<file path="src/shared/mmd_defines.svh">
// Address map, field positions and timing counts of the memory map decoder
`ifndef MMD_DEFINES_SVH
`define MMD_DEFINES_SVH

// Whole space is one flat 32-bit map
`define MMD_ADDR_W        32
`define MMD_OFS_W         27

// Control register blocks near the top of the space
`define MMD_CMMR_BASE     32'hFFE0_0000
`define MMD_CMMR_MASK     32'hFFE0_0000
`define MMD_SMMR_BASE     32'hFFC0_0000
`define MMD_SMMR_MASK     32'hFFE0_0000

// Per-core level-1 windows, 4M each
`define MMD_L1_C0_BASE    32'hFF80_0000
`define MMD_L1_C1_BASE    32'hFF40_0000
`define MMD_L1_MASK       32'hFFC0_0000
`define MMD_L1_SEL_HI     21
`define MMD_L1_SEL_LO     20
`define MMD_L1_SEL_DATA   2'h0
`define MMD_L1_SEL_INSTR  2'h2
`define MMD_L1_SEL_SCR    2'h3

// Level-1 bank geometry: 16K banks of four 4K sub-banks
`define MMD_BANK_HI       15
`define MMD_BANK_LO       14
`define MMD_SUB_HI        13
`define MMD_SUB_LO        12
`define MMD_DATA_TOP      16
`define MMD_INSTR_TOP     15
`define MMD_SCR_TOP       12

// Shared level-2 SRAM, 128K, 64-bit port
`define MMD_L2_BASE       32'hFEB0_0000
`define MMD_L2_MASK       32'hFFFE_0000
`define MMD_L2_LANE       2

// External banks
`define MMD_ASYNC_BASE    32'h2000_0000
`define MMD_ASYNC_MASK    32'hF000_0000
`define MMD_ASYNC_SEG_HI  27
`define MMD_ASYNC_SEG_LO  26
`define MMD_SDRAM_MIN_LOG 24
`define MMD_SDRAM_BANKS   4

// Extra wait cycles of a level-2 access
`define MMD_L2_WAIT       1

`endif

</file>
<file path="src/shared/mmd_pkg.sv">
// Types shared by the memory map decoder files
package mmd_pkg;

	typedef enum logic [3:0] {
		MMD_TGT_NONE     = 4'h0,
		MMD_TGT_L1_INSTR = 4'h1,
		MMD_TGT_L1_DATA  = 4'h2,
		MMD_TGT_SCRATCH  = 4'h3,
		MMD_TGT_L2       = 4'h4,
		MMD_TGT_SDRAM    = 4'h5,
		MMD_TGT_ASYNC    = 4'h6,
		MMD_TGT_CORE_REG = 4'h7,
		MMD_TGT_SYS_REG  = 4'h8
	} mmd_target_t;

	typedef enum logic [1:0] {
		MMD_SRC_CORE0 = 2'h0,
		MMD_SRC_CORE1 = 2'h1,
		MMD_SRC_DMA1  = 2'h2,
		MMD_SRC_DMA2  = 2'h3
	} mmd_src_t;

	typedef enum logic [1:0] {
		MMD_ST_IDLE    = 2'b01,
		MMD_ST_L2_WAIT = 2'b10
	} mmd_state_t;

endpackage

</file>
<file path="src/design/mmd_sdram_map.sv">
// Contiguous decode of four programmable synchronous DRAM banks
`timescale 1ns/1ps
`include "mmd_defines.svh"

module mmd_sdram_map
	import mmd_pkg::*;
(
	input  wire logic [31:0] addr_i,
	input  wire logic [7:0]  size_code_i,
	output logic             hit_o,
	output logic [1:0]       bank_o,
	output logic [26:0]      offset_o
);

	// ========================================
	// Bank bases
	// ========================================
	logic [29:0] size_w [4];
	logic [29:0] base_w [5];

	assign base_w[0] = 30'h0000_0000;

	// Each bank starts where the previous one ends, whatever its size
	genvar g;
	generate
		for (g = 0; g < `MMD_SDRAM_BANKS; g++) begin : g_bank
			assign size_w[g] = 30'h0100_0000 << size_code_i[2*g +: 2];
			assign base_w[g+1] = base_w[g] + size_w[g];
		end
	endgenerate

	// ========================================
	// Bank select
	// ========================================
	// Top base bounds the whole region; at most 512M
	always_comb begin
		logic [29:0] rel;
		rel      = 30'h0000_0000;
		hit_o    = 1'b0;
		bank_o   = 2'h0;
		offset_o = 27'h000_0000;
		if (addr_i[31:30] == 2'h0 && addr_i[29:0] < base_w[4]) begin
			hit_o = 1'b1;
			for (int i = 0; i < `MMD_SDRAM_BANKS; i++) begin
				if (addr_i[29:0] >= base_w[i]) begin
					bank_o = 2'(i);
					rel    = addr_i[29:0] - base_w[i];
				end
			end
			offset_o = rel[26:0];
		end
	end

endmodule

</file>
<file path="src/design/mmd_decoder.sv">
// Flat address space decoder with privilege and requester checks
`timescale 1ns/1ps
`include "mmd_defines.svh"

module mmd_decoder
	import mmd_pkg::*;
(
	input  wire logic        clk_i,
	input  wire logic        rst_i,
	input  wire logic        req_valid_i,
	input  wire logic [31:0] req_addr_i,
	input  wire logic        req_write_i,
	input  wire logic [1:0]  req_src_i,
	input  wire logic        req_super_i,
	input  wire logic        req_emu_i,
	input  wire logic [1:0]  icache_en_i,
	input  wire logic [1:0]  dcache_en_i,
	input  wire logic        sys_visible_i,
	input  wire logic [7:0]  sdram_size_i,
	output logic             req_ready_o,
	output logic             rsp_valid_o,
	output logic [3:0]       rsp_target_o,
	output logic             rsp_core_o,
	output logic [1:0]       rsp_bank_o,
	output logic [1:0]       rsp_sub_o,
	output logic [26:0]      rsp_offset_o,
	output logic             rsp_lane_o,
	output logic             rsp_write_o,
	output logic             rsp_fault_o,
	output logic [1:0]       fault_core_o,
	output logic             fault_dma_o
);

	// ========================================
	// Helpers
	// ========================================
	// Region match on the masked upper address bits
	function automatic logic in_region(input logic [31:0] a,
		input logic [31:0] base, input logic [31:0] mask);
		in_region = ((a & mask) == base);
	endfunction

	// Zero check of address bits between the sub-region top and bit 19
	function automatic logic upper_clear(input logic [31:0] a, input int top);
		logic ok;
		ok = 1'b1;
		for (int i = 0; i < `MMD_L1_SEL_LO; i++) begin
			if (i >= top && a[i]) begin
				ok = 1'b0;
			end
		end
		upper_clear = ok;
	endfunction

	// ========================================
	// Decode signals
	// ========================================
	mmd_state_t  state_reg;
	logic        is_core;
	logic        own_core;
	logic        priv;
	logic        sd_hit;
	logic [1:0]  sd_bank;
	logic [26:0] sd_ofs;
	logic [1:0]  l1_sel;
	logic        take;

	mmd_target_t tgt_next;
	logic        core_next;
	logic [1:0]  bank_next;
	logic [1:0]  sub_next;
	logic [26:0] ofs_next;
	logic        lane_next;
	logic        fault_next;

	logic        hold_write_reg;
	logic        hold_src_dma_reg;
	logic        hold_core_reg;

	// Emulation mode carries supervisor rights
	assign priv     = req_super_i | req_emu_i;
	assign is_core  = ~req_src_i[1];
	assign own_core = req_src_i[0];
	assign l1_sel   = req_addr_i[`MMD_L1_SEL_HI:`MMD_L1_SEL_LO];
	assign take     = req_valid_i & req_ready_o;

	// Programmable external DRAM banks, one continuous region
	mmd_sdram_map u_sdram_map (
		.addr_i      (req_addr_i),
		.size_code_i (sdram_size_i),
		.hit_o       (sd_hit),
		.bank_o      (sd_bank),
		.offset_o    (sd_ofs)
	);

	// ========================================
	// Address decode and access check
	// ========================================
	// Register blocks win first since they sit above every memory window.
	// Anything left unmatched is reserved and faults.
	always_comb begin
		tgt_next   = MMD_TGT_NONE;
		core_next  = 1'b0;
		bank_next  = 2'h0;
		sub_next   = 2'h0;
		ofs_next   = 27'h000_0000;
		lane_next  = 1'b0;
		fault_next = 1'b1;
		if (in_region(req_addr_i, `MMD_CMMR_BASE, `MMD_CMMR_MASK)) begin
			// Each core sees its own copy; DMA sees reserved space
			tgt_next  = MMD_TGT_CORE_REG;
			core_next = own_core;
			ofs_next  = {6'h00, req_addr_i[20:0]};
			fault_next = ~(is_core & priv);
		end else if (in_region(req_addr_i, `MMD_SMMR_BASE, `MMD_SMMR_MASK)) begin
			tgt_next  = MMD_TGT_SYS_REG;
			ofs_next  = {6'h00, req_addr_i[20:0]};
			if (is_core) begin
				fault_next = ~priv;
			end else begin
				fault_next = ~sys_visible_i;
			end
		end else if (in_region(req_addr_i, `MMD_L1_C0_BASE, `MMD_L1_MASK) ||
			in_region(req_addr_i, `MMD_L1_C1_BASE, `MMD_L1_MASK)) begin
			core_next = ~req_addr_i[23];
			bank_next = req_addr_i[`MMD_BANK_HI:`MMD_BANK_LO];
			sub_next  = req_addr_i[`MMD_SUB_HI:`MMD_SUB_LO];
			ofs_next  = {11'h000, req_addr_i[15:0]};
			case (l1_sel)
				`MMD_L1_SEL_DATA: begin
					tgt_next = MMD_TGT_L1_DATA;
					// Banks 0 and 1 vanish while they serve as cache
					fault_next = ~upper_clear(req_addr_i, `MMD_DATA_TOP) |
						(~req_addr_i[`MMD_BANK_HI] & dcache_en_i[core_next]);
					sub_next = req_addr_i[`MMD_SUB_HI:`MMD_SUB_LO];
				end
				`MMD_L1_SEL_INSTR: begin
					tgt_next  = MMD_TGT_L1_INSTR;
					bank_next = {1'b0, req_addr_i[`MMD_BANK_LO]};
					// Bank 1 is the 4-way cache unless set as SRAM
					fault_next = ~upper_clear(req_addr_i, `MMD_INSTR_TOP) |
						(req_addr_i[`MMD_BANK_LO] & icache_en_i[core_next]);
				end
				`MMD_L1_SEL_SCR: begin
					tgt_next  = MMD_TGT_SCRATCH;
					bank_next = 2'h0;
					sub_next  = 2'h0;
					ofs_next  = {15'h0000, req_addr_i[11:0]};
					// Data-only SRAM, closed to DMA
					fault_next = ~upper_clear(req_addr_i, `MMD_SCR_TOP) |
						~is_core;
				end
				default: begin
					tgt_next   = MMD_TGT_NONE;
					fault_next = 1'b1;
				end
			endcase
		end else if (in_region(req_addr_i, `MMD_L2_BASE, `MMD_L2_MASK)) begin
			// One 64-bit port; lane picks the 32-bit half
			tgt_next   = MMD_TGT_L2;
			ofs_next   = {13'h0000, req_addr_i[16:3]};
			lane_next  = req_addr_i[`MMD_L2_LANE];
			fault_next = 1'b0;
		end else if (in_region(req_addr_i, `MMD_ASYNC_BASE, `MMD_ASYNC_MASK)) begin
			// Fixed 64M segment per bank, holes if a device is smaller
			tgt_next   = MMD_TGT_ASYNC;
			bank_next  = req_addr_i[`MMD_ASYNC_SEG_HI:`MMD_ASYNC_SEG_LO];
			ofs_next   = {1'b0, req_addr_i[25:0]};
			fault_next = 1'b0;
		end else if (sd_hit) begin
			tgt_next   = MMD_TGT_SDRAM;
			bank_next  = sd_bank;
			ofs_next   = sd_ofs;
			fault_next = 1'b0;
		end
	end

	// ========================================
	// Access pacing
	// ========================================
	// Level-2 runs at half the core rate: a taken level-2 access closes
	// the request port for one cycle and answers one cycle later.
	always_ff @(posedge clk_i) begin
		if (rst_i) begin
			state_reg   <= MMD_ST_IDLE;
			req_ready_o <= 1'b1;
		end else begin
			case (state_reg)
				MMD_ST_IDLE: begin
					if (take && tgt_next == MMD_TGT_L2 && !fault_next) begin
						state_reg   <= MMD_ST_L2_WAIT;
						req_ready_o <= 1'b0;
					end
				end
				MMD_ST_L2_WAIT: begin
					state_reg   <= MMD_ST_IDLE;
					req_ready_o <= 1'b1;
				end
				default: begin
					state_reg   <= MMD_ST_IDLE;
					req_ready_o <= 1'b1;
				end
			endcase
		end
	end

	// ========================================
	// Routing result
	// ========================================
	// Captured on every taken request; level-2 result is held through the wait
	always_ff @(posedge clk_i) begin
		if (rst_i) begin
			rsp_target_o     <= 4'h0;
			rsp_core_o       <= 1'b0;
			rsp_bank_o       <= 2'h0;
			rsp_sub_o        <= 2'h0;
			rsp_offset_o     <= 27'h000_0000;
			rsp_lane_o       <= 1'b0;
			rsp_fault_o      <= 1'b0;
			hold_write_reg   <= 1'b0;
			hold_src_dma_reg <= 1'b0;
			hold_core_reg    <= 1'b0;
		end else if (take) begin
			// A faulted access names no target
			rsp_target_o     <= fault_next ? MMD_TGT_NONE : tgt_next;
			rsp_core_o       <= core_next;
			rsp_bank_o       <= bank_next;
			rsp_sub_o        <= sub_next;
			rsp_offset_o     <= ofs_next;
			rsp_lane_o       <= lane_next;
			rsp_fault_o      <= fault_next;
			hold_write_reg   <= req_write_i;
			hold_src_dma_reg <= req_src_i[1];
			hold_core_reg    <= own_core;
		end
	end

	// ========================================
	// Completion strobe
	// ========================================
	logic rsp_fire;
	assign rsp_fire = (state_reg == MMD_ST_IDLE) ? (take && !(tgt_next == MMD_TGT_L2 &&
		!fault_next)) : (state_reg == MMD_ST_L2_WAIT);

	// One-cycle answer pulse, late by one for level-2
	always_ff @(posedge clk_i) begin
		if (rst_i) begin
			rsp_valid_o <= 1'b0;
		end else begin
			rsp_valid_o <= rsp_fire;
		end
	end

	// Write strobe is dropped for a faulted access so nothing is stored
	always_ff @(posedge clk_i) begin
		if (rst_i) begin
			rsp_write_o <= 1'b0;
		end else if (state_reg == MMD_ST_L2_WAIT) begin
			rsp_write_o <= hold_write_reg;
		end else if (take) begin
			// A taken level-2 write waits for its answer cycle to strobe
			rsp_write_o <= req_write_i & ~fault_next & rsp_fire;
		end else begin
			rsp_write_o <= 1'b0;
		end
	end

	// ========================================
	// Fault report to the requester
	// ========================================
	// Level-2 never faults, so the fault pulse rides with the first answer
	always_ff @(posedge clk_i) begin
		if (rst_i) begin
			fault_core_o <= 2'b00;
			fault_dma_o  <= 1'b0;
		end else begin
			fault_core_o <= 2'b00;
			fault_dma_o  <= 1'b0;
			if (state_reg == MMD_ST_IDLE && take && fault_next) begin
				if (is_core) begin
					fault_core_o[own_core] <= 1'b1;
				end else begin
					fault_dma_o <= 1'b1;
				end
			end
		end
	end

endmodule

</file>
<file path="config.mk">
export PLATFORM = sky130hd
export DESIGN_NAME = mmd_decoder
export DESIGN_NICKNAME = d
export VERILOG_FILES = /design/src/shared/mmd_pkg.sv /design/src/design/mmd_sdram_map.sv /design/src/design/mmd_decoder.sv
export VERILOG_INCLUDE_DIRS = /design/src /design/src/shared
export SDC_FILE = /design/constraint.sdc
export NUM_CORES = 1
export LEC_CHECK = 0
export ABC_AREA = 0
export BUFFER_PORTS_ARGS = -buffer_cell sky130_fd_sc_hd__buf_2
export CAP_MARGIN = 20
export CORE_ASPECT_RATIO = 2
export CORE_UTILIZATION = 50
export DETAILED_ROUTE_END_ITERATION = 16
export GPL_TIMING_DRIVEN = 0
export HOLD_SLACK_MARGIN = 0.12
export PLACE_DENSITY = 0.89
export SYNTH_ARGS = -nofsm -noshare
export SYNTH_HDL_FRONTEND = slang
export SYNTH_SLANG_ARGS = --single-unit
</file>
<file path="constraint.sdc">
create_clock -name clk_i -period 7.7 [get_ports clk_i]
set_input_delay 1.54 -clock clk_i [delete_from_list [all_inputs] [get_ports clk_i]]
set_output_delay 1.54 -clock clk_i [all_outputs]
set_load 0.01 [all_outputs]
</file>
==> results.txt, run 1 <==
- Data on the critical path is required at its endpoint by 7.92 ns.
- Worst-case register-to-register setup slack: 5.87 ns
- Post-CTS setup repair buffer count: 0
* Total nets after synthesis: 502
- In the final layout, the registers with the most flip-flops are rsp_offset_o: 27 flops, rsp_target_o: 4 flops.
* Post-synthesis area per instance: 8.290 um2
* CTS Sinks: 46
- Clock Skews: 0.001664 ns
- Worst skew pair latency: 0.29 ns
- RSZ-0062 raised after global routing: false
* Cell count after synthesis: 411
- Total of buffers placed on input and output ports: 93
- Post-route DRC: 0
- Arrival time at the worst endpoint: 6.31 ns
- IR analysis of the VDD net gives a maximum drop of 0.00009240 V.
- For this run, the post-layout net count is 602.
* Antenna violations before repair: 0
* GRT Util Overall: 28.24%
* Delay contributed by the slowest stage of the critical path: 0.47 ns
- For this run, the register share of the synthesized area comes to 27.03%.
- The die is 118.7 um tall.
- Cells traversed along the worst timing path: buf_2 -> or2_2 -> inv_1 -> ha_1 -> fa_1 -> xnor2_1 -> inv_1 -> ha_1 -> a21oi_1 -> xor2_1 -> inv_1 -> ha_1 -> nor2b_1 -> o21ai_0 -> xnor2_1 -> ha_1 -> inv_1 -> o21ai_0 -> o21ba_2 -> and2_1 -> nand3_2 -> or4_4 -> nor3b_2
* Resized Gates After CTS: 0
- For hold timing, the worst endpoint is rsp_sub_o[1].
* Number of levels in the clock H-tree: 2
- Setup total negative slack on the finished layout was measured at 0 ns.
* Combined area of all synthesized cells: 3407 um2
- The tool flagged a number of max-cap violations equal to 0.
- Static Leakage: 1.930 nW
* Number of violations reported at the end of detailed-routing iteration 0: 253
* Inserted Clock Buffers: 5
- CTS clk-pin slew, worst paths: 0.06 ns
- Setup violations remaining at the end of the flow were counted as 0.
* Kind of start point of the critical path: primary input
* Bufs and invs on worst path: 5
- Horizontal extent of the die: 60.37 um
- Largest area contributor in the synthesized netlist: sky130_fd_sc_hd__dfxtp_1
- Yosys printed 0 warnings.
- Synth unique cells: 71
- The number of cells on the worst reg-to-reg path is 5.
- The final layout contains routed wiring with a total length of 9742 um.
* Kind of path behind the tightest hold check: flip-flop to flip-flop
* Max FFs per register: 27
* Total count of max-transition violations in the final report: 0
- Number of fill cells in the layout: 596
* Post-CTS Hold Buffers: 0
* Total vias in the final route: 3608
- Post-route minimum period: 6.094 ns
- The worst register-to-register path ends at rsp_target_o[3].
- The critical path is of the primary input to flip-flop type.
- Count of nets left with antenna violations after detail routing: 0
- Hold Crit Depth: 2
* Max Fclk: 0.1641 GHz
* Via count of the first global-routing pass: 3579
* Avg WL per Cell: 16.26 um
- Number of antenna repair diodes: 0
- Power per cell area: 167.1 nW/um2
- Half-perimeter wire length of the detailed placement result: 7826 um
* Layout overhead on the synthesized area: 20.79%
* Wire length of the first global-routing pass: 15370 um
- Of all nets on the critical path, the largest fanout is 5.
- Maximum number of pins on one net before global-route repair: 13
- Detailed-router iteration count before antenna repair: 7
- The worst setup path is captured at a flip-flop.
- Final hold slack: 0.4623 ns
* Post-synth ARST share: 0%
- Final Hold Violating Endpoints: 0
- Measured against its own limit, the worst slew margin works out to 53.31%.
- In this design, the largest share of critical-path delay is due to adder cells.
- Clock tree from TritonCTS: done
* Setup Slack @ Placement: 1.303 ns
- Area contributors post-synth: sky130_fd_sc_hd__dfxtp_1 (27%), sky130_fd_sc_hd__ha_1 (13%), sky130_fd_sc_hd__nor2_1 (5.5%)
- Counting flops with a built-in enable in the synthesized netlist gives 0.
- In this run the most critical hold path is launched from rsp_sub_o[1].
- Critical Path Slowest Stage Cell: sky130_fd_sc_hd__or4_4
- Row cnt: 42
- Starting density of the core: 51.46%
- In this run the clock root is driven by a sky130_fd_sc_hd__clkbuf_16.
- The die covers 7168 um2.
- Share of final-layout standard cells stronger than drive strength 1: 23.68%
* Synth cell count leaders: sky130_fd_sc_hd__nor2_1 (50), sky130_fd_sc_hd__dfxtp_1 (46), sky130_fd_sc_hd__ha_1 (35)
- rsp_offset_o holds more flip-flops than any other register.
- Main synth FF type: sky130_fd_sc_hd__dfxtp_1
- Slew at the pin with the worst max-slew slack: 0.6985 ns
- Post-Place Cells: 592
* Status: finished, final reports clean
- The clock passes through at most 2 buffers.
* Area fraction of the dominant cell type after synthesis: 27.03%
- Routability-driven placement finished with a final weighted congestion of 0.9229.
- Overflow left after global routing: 0
- The total area inside the core boundary comes to 6621 um2.
- I/O pin count: 97
- Post-route setup slack: 1.606 ns
- In this run, synthesis produced a sequential element count of 46.
- Of the available clock period, the critical path in the final layout requires 79.14%.
- Most frequently used cell type in the post-synthesis netlist: sky130_fd_sc_hd__nor2_1
* Beginning of the worst register-to-register path: state_reg[0]
* Final standard cell count with taps included and fillers excluded: 599
- Using the TritonRoute via totals, the vias-per-cell ratio works out to 6.023.
-- area by class of cell --
cell class	count	area, um2	area share (%)
multi-input combinational	322	2308	56.10
tap	88	110.1	2.676
buffer	19	87.58	2.128
timing repair buffer	93	465.4	11.31
inverter	24	90.09	2.189
sequential	46	920.9	22.38
clock buffer	7	132.6	3.223
-- where the power goes --
group,leakage (nW),total [W],internal [W],switching [W]
registers,0.375,0.000252,0.000248,0.00000442
logic,1.49,0.000234,0.0000990,0.000135
clock network,0.0640,0.000202,0.000119,0.0000834
-- metrics by stage --
step	cell area, um2	utilization (%)	total power, W
2_1_floorplan	3407	-	0.0004171
3_3_place_gp	3983	60.15	0.0004759
3_5_place_dp	3983	60.15	0.0004870
4_1_cts	4115	62.15	0.0006865
5_1_grt	4115	62.15	0.0007272
6_report	4115	62.15	0.0006878
-- layout by cell type (no fill, tap or decap), types with 3 or more instances in the layout --
| cell | instances |
|---|---|
| sky130_fd_sc_hd__nor2_1 | 50 |
| sky130_fd_sc_hd__dfxtp_1 | 46 |
| sky130_fd_sc_hd__a221oi_1 | 15 |
| sky130_fd_sc_hd__nand2_1 | 20 |
| sky130_fd_sc_hd__o21ai_0 | 9 |
| sky130_fd_sc_hd__and2_1 | 8 |
| sky130_fd_sc_hd__buf_2 | 96 |
| sky130_fd_sc_hd__and3_1 | 3 |
| sky130_fd_sc_hd__nand2b_1 | 5 |
| sky130_fd_sc_hd__nor3_1 | 23 |
| sky130_fd_sc_hd__nand3b_1 | 5 |
| sky130_fd_sc_hd__clkbuf_1 | 14 |
| sky130_fd_sc_hd__nor2b_1 | 9 |
| sky130_fd_sc_hd__a21o_1 | 5 |
| sky130_fd_sc_hd__mux2_2 | 3 |
| sky130_fd_sc_hd__a21oi_1 | 27 |
| sky130_fd_sc_hd__o21a_1 | 5 |
| sky130_fd_sc_hd__xnor2_1 | 6 |
| sky130_fd_sc_hd__xor2_1 | 7 |
| sky130_fd_sc_hd__nand4_1 | 6 |
| sky130_fd_sc_hd__clkbuf_16 | 5 |
| sky130_fd_sc_hd__inv_1 | 24 |
| sky130_fd_sc_hd__a22oi_1 | 9 |
| sky130_fd_sc_hd__a31oi_1 | 4 |
| sky130_fd_sc_hd__or3_1 | 3 |
| sky130_fd_sc_hd__nand4b_1 | 3 |
| sky130_fd_sc_hd__nand3_1 | 12 |
| sky130_fd_sc_hd__fa_1 | 3 |
| sky130_fd_sc_hd__ha_1 | 35 |
| sky130_fd_sc_hd__a211oi_1 | 3 |
-- worst min-delay path, delay by kind of cell (launching register included) --
family	cells	cell delay, ns
flip-flops	1	0.31
AND/OR/NAND/NOR	1	0.05
AO/OA/AOI/OAI	1	0.05
-- kinds of logic (layout without fill, tap and decap cells) --
| family | Yosys count | count (layout) | share of synthesized area (%) |
|---|---|---|---|
| AOI/OAI and AO/OA | 101 | 101 | 21.81 |
| xor gates and xnor gates | 13 | 13 | 3.342 |
| adders and majority gates | 40 | 40 | 15.24 |
| buffers and inverters | 43 | 143 | 5.215 |
| DFF | 46 | 46 | 27.03 |
| muxes | 6 | 6 | 1.910 |
| and+or+nand+nor | 162 | 162 | 25.45 |
-- worst max-delay path by stage --
stage,slack (ns),from,cells after the start,to
after floorplan,1.88,sdram_size_i[0],21,fault_core_o[1]
after global placement,1.40,sdram_size_i[0],22,fault_core_o[1]
after detailed placement,1.30,sdram_size_i[0],22,fault_core_o[1]
after CTS,1.59,sdram_size_i[0],22,fault_core_o[1]
after global routing,1.31,sdram_size_i[0],23,fault_core_o[0]
final,1.61,sdram_size_i[0],23,fault_core_o[1]
-- routing by layer --
| metal | up-vias | routed length (um) | share of wire, % | track usage, % |
|---|---|---|---|---|
| met1 | 1685 | 3215 | 33 | 24.51 |
| li1 | 1710 | - | - | - |
| met4 | 0 | 628 | 6.4 | 22.97 |
| met3 | 55 | 466 | 4.8 | 5.470 |
| met2 | 158 | 5431 | 56 | 51.10 |
| met5 | - | 0 | 0 | 0 |
Note: power is estimated with default switching activity, not from simulation.
==> run 2, diff against run 1 <==
Settings changed: ABC_AREA 0 to 1, PLACE_DENSITY 0.89 to 0.88.
Clock period 7.7 ns to 5.75 ns, I/O delays scaled along.
==> results.txt, run 2 <==
* Wire length of the first global-routing pass: 18020 um
- Most frequently used cell type in the post-synthesis netlist: sky130_fd_sc_hd__nand2_1
- For this block, the initial DRC count from the detailed router was 285.
- The die covers 7607 um2.
* Post-synth ARST share: 0%
- Commonest non-fill, non-tap cells in the layout: sky130_fd_sc_hd__nand2_1 (149), sky130_fd_sc_hd__buf_2 (95), sky130_fd_sc_hd__inv_1 (68)
* Overflow left after global routing: 0
- In the final routed layout, each cell accounts on average for 14.60 um.
* Synth cell count leaders: sky130_fd_sc_hd__nand2_1 (149), sky130_fd_sc_hd__inv_1 (68), sky130_fd_sc_hd__a21oi_1 (57)
* Number of buffers on the longest clock path: 2
* Worst relative slew slack: 52.80%
- Placer congestion estimate: 0.9160
- Summed over all cells, the static leakage comes to 2.319 nW.
- The area growth from synthesis to layout is 20.87%.
- Antenna violations before repair: 0
* Delay contributed by the slowest stage of the critical path: 0.50 ns
- 0 antenna diodes ended up in the layout.
- The flow ran to the end, and the final reports show no timing, DRC or antenna violations.
- Number of levels in the clock H-tree: 2
- After synthesis, the cell types taking the most area are sky130_fd_sc_hd__dfxtp_1 (25%), sky130_fd_sc_hd__nand2_1 (15%), sky130_fd_sc_hd__ha_1 (12%).
- Setup Slack @ Placement: -0.007391 ns
* Final Hold Violating Endpoints: 0
- The library cell used most frequently in the layout, excluding fill and tap cells, is sky130_fd_sc_hd__nand2_1.
* Die Y-Extent: 122.4 um
- Total wire length: 10820 um
* Post-route DRC: 0
- The worst path needs 5.416 ns of the cycle, external delays included.
* Starting density of the core: 52.17%
- Seq cells post-synth: 46
- Yosys mapped a number of flops with a built-in enable equal to 0.
* CTS Sinks: 46
* Max VDD drop: 0.0001154 V
- Required time reported for the critical path endpoint: 5.93 ns
* GRT Util Overall: 30.00%
* RSZ-0062 raised after global routing: false
- Floorplan core area: 6940 um2
* Main synth FF type: sky130_fd_sc_hd__dfxtp_1
- In the synthesized netlist, the number of instances is 549.
* Most flops, register: rsp_offset_o
- Data on the critical path arrives at its endpoint at 5.59 ns.
* Critical Path Slowest Stage Cell: sky130_fd_sc_hd__fa_1
- Row cnt: 43
- Worst path top cell family by delay: adder cells
- Total of buffers placed on input and output ports: 94
* Max FFs per register: 27
* Kind of start point of the critical path: primary input
- Clock Root Buffer: sky130_fd_sc_hd__clkbuf_16
- Counting the fill cells in the layout gives 609.
* Largest area contributor in the synthesized netlist: sky130_fd_sc_hd__dfxtp_1
- For the final database, setup skew stands at 0.005887 ns.
- Bufs and invs on worst path: 3
- Total design power: 0.0009660 W
- The detail route stage leaves a number of antenna-violating nets equal to 0.
- Detailed placement ended at an HPWL of 8804 um.
* Setup TNS: 0 ns
* Category of the critical setup timing path: primary input to flip-flop
- The number of nets in the synthesized netlist is 640.
- Final hold slack: 0.4623 ns
* Utilization after layout: 63.06%
- For the worst-skew pair, the clock arrives at the later sink with an insertion delay of 0.29 ns.
- The pre-antenna-repair detailed-routing pass consisted of 5 iterations.
- Nets: 741
- The worst hold path belongs to the class flip-flop to flip-flop.
* Cells traversed along the worst timing path: buf_2 -> nor2_1 -> ha_1 -> fa_1 -> fa_1 -> xnor2_1 -> inv_1 -> ha_1 -> a21oi_1 -> nand2_1 -> a21o_1 -> nand2_1 -> xnor2_1 -> ha_1 -> nand4_1 -> nor4_2 -> nand2_1 -> nand4_2 -> nand2_2 -> inv_2 -> nand2_1 -> a21oi_1 -> nor2_1
- Multi-input logic area: 2370 um2
- TritonCTS built the clock tree.
* Max Fclk: 0.1846 GHz
- Combined area of all synthesized cells: 3621 um2
- For this run, the register share of the synthesized area comes to 25.43%.
- The number of hold buffers added after CTS was 0.
* Final cycle utilization of the critical path: 94.19%
- Inserted Clock Buffers: 5
- Setup slack closes at 0.3340 ns.
- Once the clock tree was built, the setup fixing pass inserted 0 buffers.
- Share of final-layout standard cells stronger than drive strength 1: 19.97%
- From left edge to right edge, the die measures 62.18 um.
- Of all nets on the critical path, the largest fanout is 9.
* Vias per Instance: 5.625
* Area fraction of the dominant cell type after synthesis: 25.43%
- Kind of end point of the critical path: flip-flop
- Pin placement for this block handled 97 I/O pins.
- The largest registers in the layout are rsp_offset_o: 27 flops, rsp_target_o: 4 flops.
* CTS clk-pin slew, worst paths: 0.06 ns
- Finish-stage setup viols: 0
- Among the stages of the critical path, the cell type that occurs most often is sky130_fd_sc_hd__nand2_1.
- For this run, the number of Yosys warnings is 0.
* Via count of the first global-routing pass: 4256
- At the pin with the least slew margin, the transition time is 0.6901 ns.
- The number of different library cells used by synthesis comes to 44.
* Maximum Capacitance Violations: 0
* Maximum number of pins on one net before global-route repair: 15
- Area taken by flip-flops and latches: 920.9 um2
* Power per cell area: 220.7 nW/um2
* Post-synthesis area per instance: 6.596 um2
- The routed layout has 4168 vias.
- The number of max-slew violations in the final report came to 0.
-- run 2: cell count changes after synthesis, sizes merged, moves of 6 or more --
cell    delta
nand2    +136
and2       -9
o211ai     +6
o21ai     +25
a221oi    -15
nand4      +6
a22oi      -9
a21oi     +30
nor2       -9
nand3     +22
nor3      -19
nor2b      -9
inv       +48
-- run 2: power by group --
| part | internal, W | leakage [nW] | switching [W] |
|---|---|---|---|
| registers | 0.000330 | 0.374 | 0.00000553 |
| clock network | 0.000205 | 0.0771 | 0.000118 |
| logic | 0.000118 | 1.87 | 0.000190 |
-- run 2: what timing repair did --
item | CTS | global route
endpoints found under the setup margin | 0 | 6
hold endpoints to repair | 0 | 0
resized for setup | 0 | 1
-- run 2: worst paths after layout --
kind,from,end,cells past startpoint,slack [ns]
worst min-delay path,rsp_offset_o[5],rsp_offset_o[5],2,0.46
worst max register to register,state_reg[0],rsp_target_o[1],5,4.03
worst max-delay path,sdram_size_i[0],rsp_offset_o[10],23,0.33
worst min register to register,rsp_offset_o[5],rsp_offset_o[5],2,0.46
-- run 2: metrics by stage --
step / cells / area [um2]
4_1_cts: 741 / 4370
5_1_grt: 741 / 4377
2_1_floorplan: 549 / 3621
3_3_place_gp: 733 / 4204
6_report: 741 / 4377
3_5_place_dp: 733 / 4204
-- run 2: per-layer routing --
metal | global-route usage [%] | share of wire, %
met1 | 25.14 | 33
met2 | 58.86 | 55
met3 | 4.554 | 4.5
met4 | 27.33 | 8.0
met5 | 0 | 0
-- run 2: worst min-delay path, stage by stage, from the launching register on --
cell                      delay (ns)
sky130_fd_sc_hd__dfxtp_1        0.31
sky130_fd_sc_hd__nand2_1        0.06
sky130_fd_sc_hd__a21oi_1        0.05
-- run 2: area by class of cell --
cell class              instances  area share (%)
repair buffers                 94           10.75
flip-flops and latches         46           21.04
clock inverters                 2          0.8576
plain buffers                  12           1.229
multi-input cells             416           54.15
well taps                      90           2.573
inverters                      75           6.461
clock buffers                   6           2.945
-- run 2: cell families after synthesis --
group           after synthesis  synth area share [%]
simple gates                254                 31.48
compound gates              112                 17.14
buf+inv                      87                 9.294
flops                        46                 25.43
fa+ha+maj                    38                 13.75
xor+xnor                     12                 2.903
